### config.mk
export PLATFORM = sky130hd
export DESIGN_NAME = tlv_unit
export DESIGN_NICKNAME = d
export VERILOG_FILES = /design/src/core/tlv_pkg.sv /design/src/core/tlv_unit.sv
export VERILOG_INCLUDE_DIRS = /design/src /design/src/core
export SDC_FILE = /design/constraint.sdc
export NUM_CORES = 1
export LEC_CHECK = 0
export BUFFER_PORTS_ARGS = -buffer_cell sky130_fd_sc_hd__buf_4
export CAP_MARGIN = 20
export CORE_MARGIN = 1
export CORE_UTILIZATION = 35
export CTS_CLUSTER_SIZE = 12
export DETAILED_ROUTE_END_ITERATION = 10
export PLACE_DENSITY = 0.69
export SETUP_SLACK_MARGIN = 0.05
export SYNTH_ARGS = -nofsm -noshare
export SYNTH_HDL_FRONTEND = slang
export SYNTH_SLANG_ARGS = --single-unit
### constraint.sdc
create_clock -name clk -period 3.25 [get_ports clk]
set_input_delay 0.65 -clock clk [delete_from_list [all_inputs] [get_ports clk]]
set_output_delay 0.65 -clock clk [all_outputs]
set_load 0.05 [all_outputs]
### src/core/tlv_defines.svh
`ifndef TLV_DEFINES_SVH
`define TLV_DEFINES_SVH

// ==========================================================
// Register addresses
`define TLV_ADDR_ENABLE 8'ha8
`define TLV_ADDR_PRIO 8'hb8

// ==========================================================
// Field positions and reset values
`define TLV_GLOBAL_EN_BIT 7
`define TLV_PRIO_RSVD_BIT 7
`define TLV_ENABLE_RESET 8'h00
`define TLV_PRIO_RESET 8'h80

// ==========================================================
// Sources and vectors
`define TLV_NUM_SRC 15
`define TLV_NUM_AUTOCLR 4
`define TLV_VEC_RESET 16'h0000
`define TLV_VEC_BASE 16'h0003
`define TLV_VEC_SHIFT 3

// ==========================================================
// Timing, in system clocks
`define TLV_CALL_CLKS 4'h4

`endif

### src/core/tlv_pkg.sv
package tlv_pkg;

  typedef enum logic [0:0] {
    TLV_IDLE = 1'b0,
    TLV_CALL = 1'b1
  } tlv_state_t;

  typedef struct packed {
    tlv_state_t state;
    logic [3:0] cnt;
    logic [7:0] enable;
    logic [6:0] prio;
    logic [7:0] rdata;
    logic req_valid;
    logic req_high;
    logic [3:0] req_idx;
    logic in_low;
    logic in_high;
    logic call_active;
    logic enter;
    logic [15:0] vector;
    logic [3:0] clr;
  } tlv_regs_t;

endpackage

### src/core/tlv_unit.sv
`timescale 1ns/1ns
// Notes on behaviour
// - Pending flags are sampled and priority re-resolved every system clock.
// - Fastest response: one detect clock, then four clocks of subroutine call.
// - After a return from handler, one more instruction completes before a call.
// - Worst case 18 clocks: detect, return 5, divide 8, call 4.
// - Equal or higher level handler running blocks new requests until it returns.
// - On handler exit, the highest priority pending request is taken next.
// - Reset vector 0x0000; source n at 0x0003+8n; source 0 highest.
// - Only external inputs 0,1 and timers 0,1 flags clear on vectoring.
// - Global enable bit 7 overrides all masks; zero blocks every source.
// - Enable bits 6..0 mask spi, timer2, uart, timer1, ext1, timer0, ext0.
// - Timer 2 requests on either its low or high overflow flag.
// - External enables gate pin pending flags; timer enables gate overflow flags.
// - Enable register at 0xA8, bit-addressable, all read-write, resets to 0.
// - Priority register at 0xB8; bit 7 reads 1; bits 6..0 read-write, reset 0.
// - Pending flags stand regardless of enables; only the core request is gated.
// - High level preempts a low handler; a high handler is never preempted.
// - Simultaneous requests: high level is serviced before low level.
// - A flag still set after return raises a fresh request at once.
`include "tlv_defines.svh"

module tlv_unit (
  input wire logic clk,
  input wire logic rst,
  input wire logic [7:0] sfr_addr,
  input wire logic sfr_wr,
  input wire logic [7:0] sfr_wdata,
  input wire logic sfr_bit_wr,
  input wire logic [2:0] sfr_bit_idx,
  input wire logic sfr_bit_val,
  input wire logic sfr_rd,
  input wire logic ext_input0_pending,
  input wire logic timer0_overflow_flag,
  input wire logic ext_input1_pending,
  input wire logic timer1_overflow_flag,
  input wire logic uart_pending,
  input wire logic timer2_low_overflow_flag,
  input wire logic timer2_high_overflow_flag,
  input wire logic serial_periph_pending,
  input wire logic [7:0] ext_src_pending,
  input wire logic [7:0] extended_enable_reg,
  input wire logic [7:0] extended_high_level,
  input wire logic instr_end,
  input wire logic instr_is_return_from_handler,
  output logic [7:0] sfr_rdata,
  output logic req_pending,
  output logic call_active,
  output logic handler_enter,
  output logic [15:0] call_vector,
  output logic [3:0] auto_clear
);
  import tlv_pkg::*;

  // ==========================================================
  // Helpers
  function automatic logic [3:0] pick_first(input logic [14:0] v);
    logic [3:0] r;
    r = 4'h0;
    for (int i = `TLV_NUM_SRC - 1; i >= 0; i--) begin
      if (v[i]) begin
        r = 4'(i);
      end
    end
    return r;
  endfunction

  function automatic logic [15:0] vec_of(input logic [3:0] idx);
    return `TLV_VEC_BASE + (16'(idx) << `TLV_VEC_SHIFT);
  endfunction

  // ==========================================================
  // Request resolution
  tlv_regs_t s_r;
  tlv_regs_t s_nxt;
  logic [14:0] pend;
  logic [14:0] en;
  logic [14:0] hl;
  logic [14:0] hi_req;
  logic [14:0] lo_req;
  logic elig_hi;
  logic elig_lo;
  logic take;
  logic pop_hi;
  logic pop_lo;
  logic lvl_hi;
  logic lvl_lo;

  always_comb begin
    // Flags come in raw; only the request path sees the enables
    pend = {ext_src_pending, serial_periph_pending,
            timer2_low_overflow_flag | timer2_high_overflow_flag,
            uart_pending, timer1_overflow_flag, ext_input1_pending,
            timer0_overflow_flag, ext_input0_pending};
    en = {extended_enable_reg, s_r.enable[6:0]} & {15{s_r.enable[`TLV_GLOBAL_EN_BIT]}};
    hl = {extended_high_level, s_r.prio};
    hi_req = pend & en & hl;
    lo_req = pend & en & ~hl;
    // A return ending now frees its level at once, else a second instruction would slip in
    pop_hi = instr_end && instr_is_return_from_handler && (s_r.state == TLV_IDLE) && s_r.in_high;
    pop_lo = instr_end && instr_is_return_from_handler && (s_r.state == TLV_IDLE) && !s_r.in_high;
    lvl_hi = s_r.in_high && !pop_hi;
    lvl_lo = s_r.in_low && !pop_lo;
    elig_hi = (|hi_req) && !lvl_hi;
    elig_lo = (|lo_req) && !lvl_hi && !lvl_lo;
    // A return-ending instruction never starts a call, so one more follows it
    take = instr_end && !instr_is_return_from_handler && s_r.req_valid;
  end

  // ==========================================================
  // Next state
  always_comb begin
    s_nxt = s_r;
    s_nxt.enter = 1'b0;
    s_nxt.clr = 4'h0;
    if (sfr_wr && sfr_addr == `TLV_ADDR_ENABLE) begin
      s_nxt.enable = sfr_wdata;
    end
    if (sfr_bit_wr && sfr_addr == `TLV_ADDR_ENABLE) begin
      s_nxt.enable[sfr_bit_idx] = sfr_bit_val;
    end
    if (sfr_wr && sfr_addr == `TLV_ADDR_PRIO) begin
      s_nxt.prio = sfr_wdata[6:0];
    end
    if (sfr_bit_wr && sfr_addr == `TLV_ADDR_PRIO && sfr_bit_idx != 3'(`TLV_PRIO_RSVD_BIT)) begin
      s_nxt.prio[sfr_bit_idx] = sfr_bit_val;
    end
    s_nxt.rdata = 8'h00;
    if (sfr_rd && sfr_addr == `TLV_ADDR_ENABLE) begin
      s_nxt.rdata = s_r.enable;
    end
    if (sfr_rd && sfr_addr == `TLV_ADDR_PRIO) begin
      s_nxt.rdata = {1'b1, s_r.prio};
    end
    // Re-resolved every clock, so a flag left set asks again right after return
    s_nxt.req_valid = elig_hi || elig_lo;
    s_nxt.req_high = elig_hi;
    s_nxt.req_idx = elig_hi ? pick_first(hi_req) : pick_first(lo_req);
    unique case (s_r.state)
      TLV_IDLE: begin
        if (instr_end && instr_is_return_from_handler) begin
          if (s_r.in_high) begin
            s_nxt.in_high = 1'b0;
          end else begin
            s_nxt.in_low = 1'b0;
          end
        end else if (take) begin
          s_nxt.state = TLV_CALL;
          s_nxt.cnt = `TLV_CALL_CLKS - 4'h1;
          s_nxt.call_active = 1'b1;
          s_nxt.vector = vec_of(s_r.req_idx);
          s_nxt.req_valid = 1'b0;
          if (s_r.req_high) begin
            s_nxt.in_high = 1'b1;
          end else begin
            s_nxt.in_low = 1'b1;
          end
          if (s_r.req_idx < 4'(`TLV_NUM_AUTOCLR)) begin
            s_nxt.clr = 4'h1 << s_r.req_idx[1:0];
          end
        end
      end
      TLV_CALL: begin
        // Core runs the call; boundaries are ignored until it ends
        s_nxt.req_valid = 1'b0;
        s_nxt.cnt = s_r.cnt - 4'h1;
        if (s_r.cnt == 4'h1) begin
          s_nxt.enter = 1'b1;
        end
        if (s_r.cnt == 4'h0) begin
          s_nxt.state = TLV_IDLE;
          s_nxt.call_active = 1'b0;
        end
      end
    endcase
  end

  always_ff @(posedge clk) begin
    if (rst) begin
      s_r <= '{state: TLV_IDLE, cnt: 4'h0, enable: `TLV_ENABLE_RESET,
               prio: 7'(`TLV_PRIO_RESET), rdata: 8'h00, req_valid: 1'b0, req_high: 1'b0,
               req_idx: 4'h0, in_low: 1'b0, in_high: 1'b0, call_active: 1'b0,
               enter: 1'b0, vector: `TLV_VEC_RESET, clr: 4'h0};
    end else begin
      s_r <= s_nxt;
    end
  end

  assign sfr_rdata = s_r.rdata;
  assign req_pending = s_r.req_valid;
  assign call_active = s_r.call_active;
  assign handler_enter = s_r.enter;
  assign call_vector = s_r.vector;
  assign auto_clear = s_r.clr;
endmodule

==> results_dict.tcl, run 1 <==
set metrics [dict create \
    status "finished clean" \
    clock-sinks 47 \
    worst_skew_pair.late_latency_ns 0.30 \
    grt_first_pass_wirelength_um 12100 \
    met3_usage_pct 3.20 \
    dieArea_um2 8610 \
    htreeDepth 2 \
    yosys_warnings 0 \
    crit_path_max_fanout 34 \
    hold_viol_final 0 \
    cp_slowest_cell "o41ai_2" \
    cap_violations 0 \
    cts_root_buf "clkbuf_8" \
    path_cells "nand4_1 -> nand4_1 -> o41ai_2 -> and4b_1 -> a32o_1" \
    endpoint "s_r[24]" \
    ir_worst_vdd_uv 195 \
    layout.nets 456 \
    criticalPathCategory "flop to flop" \
    dp_hpwl_um 5600 \
    crit_arrival_ns 2.78 \
    drc 0 \
    clockBufferDepth 2 \
    crit_family "compound AO/OA/AOI/OAI gates" \
    cts-resized-gates 0 \
    use_met1_pct 22.8 \
    reg2reg_to "s_r[24]" \
    clk_pin_slew_ns 0.09 \
    r2r_slack_ns 0.66 \
    cts_hold_buffers 0 \
    clock_skew_ns 0.00692 \
    top_usage_layer "met2" \
    holdWs_ns 0.465 \
    worst_setup_path_start_kind "flop" \
    pwr_density_cell_nw_per_um2 346 \
    rr_startpoint "s_r[52]" \
    final_common_cell "buf_4" \
    crit_buf_inv 0 \
    grt_max_degree 35 \
    via_per_inst 5.38 \
    rsz0062_at_grt "false" \
    cpPeakStageDelay_ns 0.69 \
    ys.flop_type "dfxtp_1" \
    die_w_um 92.8 \
    io_buffers 79 \
    relSlewSlack_pct 34.5 \
    cts_tree "yes" \
    firstDrtPassIters 4 \
    gp_congestion 0.822 \
    crit_path_frequent_cell "nand4_1" \
    r2r_cells 5 \
    grt_pass1_vias 2561 \
    fin_setup_tns_ns 0 \
    worstHoldPathType "flop to flop" \
    syn_to_final_growth_pct 21.4 \
    synthArstFlopShare_pct 0 \
    worst_setup_path_end_kind "flop" \
    worst_slew_pin_slew_ns 0.982 \
    routed-via-count 2678 \
    ys_ff_latch 47 \
    max_freq_mhz 386 \
    ant_nets 0 \
    cp.required_ns 3.44 \
    overflow 0 \
    synth_edf_count 0 \
    first_iter_violations 140 \
    most-common-layout-cells "82 x buf_4, 47 x dfxtp_1, 39 x nand2_1" \
    post-cts-setup-buffer-count 0 \
    die_height_um 92.8 \
    period_share_pct 79.6 \
    synth_cells 340 \
    utilization_pct 44.6 \
    cts-buffers-inserted 5 \
    crit_start "s_r[52]" \
    fin_crit_ns 2.59 \
    drt-wirelength-per-cell_um 14.5 \
    synth.distinct_cells 56 \
    finalSetupViolCount 0 \
    postSynthAreaPerCell_um2 8.49 \
    netlist_area_um2 2890 \
    ios 90 \
    antenna_found_initial 0 \
    grt_util_met2_pct 28.8 \
    routed_wl_um 7220 \
    core_um2 7850 \
    rows 32 \
    drv_slew 0 \
    initial_core_util_pct 36.8 \
    diodes 0 \
    p_leak_nw 1.56 \
    drive_gt1_share_pct 25.5 \
    path_depth 5 \
    grt_usage_pct 17.5 \
    synth-seq-area-share_pct 32.6 \
]
routing by layer:
metal  vias up  routed length (um)
met5         -                   0
met4         0                 123
met3        11                 466
met2        88                3380
met1      1241                3250
li1       1338                   -
power by group:
part / leakage (nW) / switching (mW) / internal, mW
Combinational: 1.11 / 0.0718 / 0.0546
Sequential: 0.378 / 0.000607 / 0.576
Clock: 0.0644 / 0.201 / 0.307
kinds of logic after synthesis:
logic type	synth area share (%)
AOI/OAI and AO/OA	16.4
adders and majority gates	0.867
muxes	8.46
and+or+nand+nor	30.1
DFF	32.6
buffers and inverters	11.4
other	0.130
per-stage QoR:
stage	instance area (um2)	setup WS (ns)	power (mW)	std cells
floorplan	2920	0.678	0.658	349
global placement	3370	0.461	0.714	490
detailed placement	3370	0.432	0.716	490
CTS	3500	0.697	1.22	498
global route	3500	0.423	1.25	498
finish	3500	0.662	1.21	498
worst min path at each step:
stage	start	end	slack (ns)	cells after the start
after global placement	call_vector[3]	call_vector[3]	0.45	2
final	call_vector[4]	call_vector[4]	0.47	2
after CTS	call_vector[4]	call_vector[4]	0.46	2
after floorplan	s_r[24]	auto_clear[2]	0.43	1
after global routing	s_r[26]	call_vector[5]	0.49	2
after detailed placement	s_r[24]	auto_clear[2]	0.45	1
synthesized netlist by cell type, drive strengths merged (3+ instances only):
cell type,number,share of area [%]
nor4,8,2.8
buf,35,9.1
and4b,7,2.4
nand3,10,1.7
mux2,3,1.2
dfxtp,47,33
o2111ai,4,1.2
o211a,9,3.1
nor3,5,0.87
a21oi,14,2.4
inv,8,1.0
nand4,18,3.9
nand4b,9,2.7
nand3b,4,1.0
o211ai,4,1.0
mux2i,21,7.3
clkbuf,7,0.91
or4,5,1.3
o21ai,8,1.4
nand2b,7,1.5
nand2,39,5.1
nor2b,4,0.87
o311a,4,1.5
nor2,27,3.5
worst min-delay path: stages, from the launching register on:
cell and delay, ns:
dfxtp_1 0.32, nand2_1 0.05, a21oi_1 0.05
state kept, by name (all words and copies together), names as in the netlist:
register       flops
call_vector        5
req_pending        1
auto_clear         4
sfr_rdata          8
s_r               20
hl                 7
handler_enter      1
call_active        1
final cells by class:
cell class                 instances  area, um2
clock buffer                       5       68.8
multi-input combinational        250       1650
sequential                        47        941
clock inverter                     3       67.6
fill                             842       4350
timing repair buffer              82        616
tap                              102        128
inverter                           9       33.8
No activity file was read; power rests on OpenSTA's default activity.
==> run 2, diff against run 1 <==
PLACE_DENSITY = 0.71   (was 0.69)
clock period = 2.2 ns   (was 3.25 ns; I/O delays follow)
==> run 2 against run 1 <==
Compared with the run above: non-clock buffer count rose by 10; clock-buffer cell count rose by 3; global-route usage fell by 0.16 points.
==> results_dict.tcl, run 2 (synthesized netlist as in run 1, its figures left out) <==
set metrics [dict create \
    firstDrtPassIters 4 \
    crit_path_frequent_cell "or4_1" \
    clock-sinks 47 \
    most-common-layout-cells "91 x buf_4, 46 x dfxtp_1, 39 x nand2_1" \
    initial_core_util_pct 36.8 \
    met3_usage_pct 3.20 \
    gp_congestion 0.837 \
    io_buffers 79 \
    crit_arrival_ns 2.25 \
    worst_setup_path_start_kind "input pin" \
    clock_skew_ns 0.00773 \
    ir_worst_vdd_uv 189 \
    p_leak_nw 1.60 \
    worst_setup_path_end_kind "flop" \
    ant_nets 0 \
    routed-via-count 2694 \
    finalPower_mw 1.61 \
    overflow 0 \
    multi_input_area_um2 1660 \
    die_height_um 92.8 \
    syn_to_final_growth_pct 23.6 \
    final.setup.worst_slack_ns 0.182 \
    routed_wl_um 7200 \
    dieArea_um2 8610 \
    crit_path_max_fanout 5 \
    fin_crit_ns 2.02 \
    utilization_pct 45.4 \
    htreeDepth 2 \
    post-cts-setup-buffer-count 0 \
    holdWs_ns 0.417 \
    register_area_um2 942 \
    dp_hpwl_um 5770 \
    drc 0 \
    crit_buf_inv 1 \
    fill_cells 783 \
    dp_slack_ns -0.143 \
    cts-buffers-inserted 5 \
    grt_max_degree 24 \
    die_w_um 92.8 \
    rows 32 \
    fin_cells 508 \
    fin_setup_tns_ns 0 \
    cpPeakStageDelay_ns 0.61 \
    criticalPathCategory "input pin to flop" \
    finalSetupViolCount 0 \
    grt_pass1_vias 2475 \
    worstHoldPathType "input pin to flop" \
    first_iter_violations 221 \
    cts_tree "yes" \
    crit_family "simple AND/OR/NAND/NOR gates" \
    use_met1_pct 23.2 \
    status "finished clean" \
    drive_gt1_share_pct 27.8 \
    antenna_found_initial 0 \
    clk_pin_slew_ns 0.08 \
    cp_slowest_cell "or4_1" \
    rsz0062_at_grt "false" \
    core_um2 7850 \
    cts_hold_buffers 0 \
    place_area_um2 3460 \
    layout.nets 466 \
    cp.required_ns 2.43 \
    drt-wirelength-per-cell_um 14.2 \
    path_cells "buf_4 -> or4b_4 -> or4_1 -> or4_1 -> a21oi_1" \
    hold_viol_final 0 \
    largest_register "s_r" \
    cap_violations 0 \
    grt_util_met2_pct 28.2 \
    diodes 0 \
    place_inst 500 \
    cts_root_buf "clkbuf_8" \
    max_freq_mhz 495 \
    ios 90 \
    grt_usage_pct 17.3 \
    design_area_um2 3570 \
    grt_first_pass_wirelength_um 12000 \
    final_common_cell "buf_4" \
    period_share_pct 91.7 \
    clockBufferDepth 2 \
    top_usage_layer "met2" \
    worst_skew_pair.late_latency_ns 0.30 \
    drv_slew 0 \
    pwr_density_cell_nw_per_um2 452 \
    largest_reg_flops 20 \
    cts-resized-gates 0 \
    via_per_inst 5.30 \
]
-- run 2: layout make-up --
type	instances	share of cell area [%]
clock buffers	8	2.81
inverters	9	0.947
flip-flops and latches	47	26.4
repair buffers	92	19.7
well taps	102	3.58
multi-input cells	250	46.5
-- run 2: where the power goes --
| group | switching, mW | total (mW) | internal (mW) |
|---|---|---|---|
| Clock | 0.281 | 0.568 | 0.287 |
| Sequential | 0.000716 | 0.851 | 0.850 |
| Combinational | 0.109 | 0.193 | 0.0840 |
-- run 2: worst paths after layout --
kind	startpoint	endpoint	slack [ns]	depth (start not counted)
max	sfr_addr[6]	hl[3]	0.18	5
max reg2reg	s_r[52]	s_r[24]	0.23	6
min reg2reg	call_vector[3]	call_vector[3]	0.46	2
min	sfr_bit_idx[2]	hl[3]	0.42	3
-- run 2: metal layers --
metal / wire (um) / up-vias
li1: - / 1357
met1: 3240 / 1241
met2: 3340 / 87
met3: 510 / 9
met4: 109 / 0
met5: 0 / -
-- run 2: worst min-delay path, stage by stage --
cell	delay, ns
buf_4	0.09
or4_1	0.09
a21oi_1	0.05
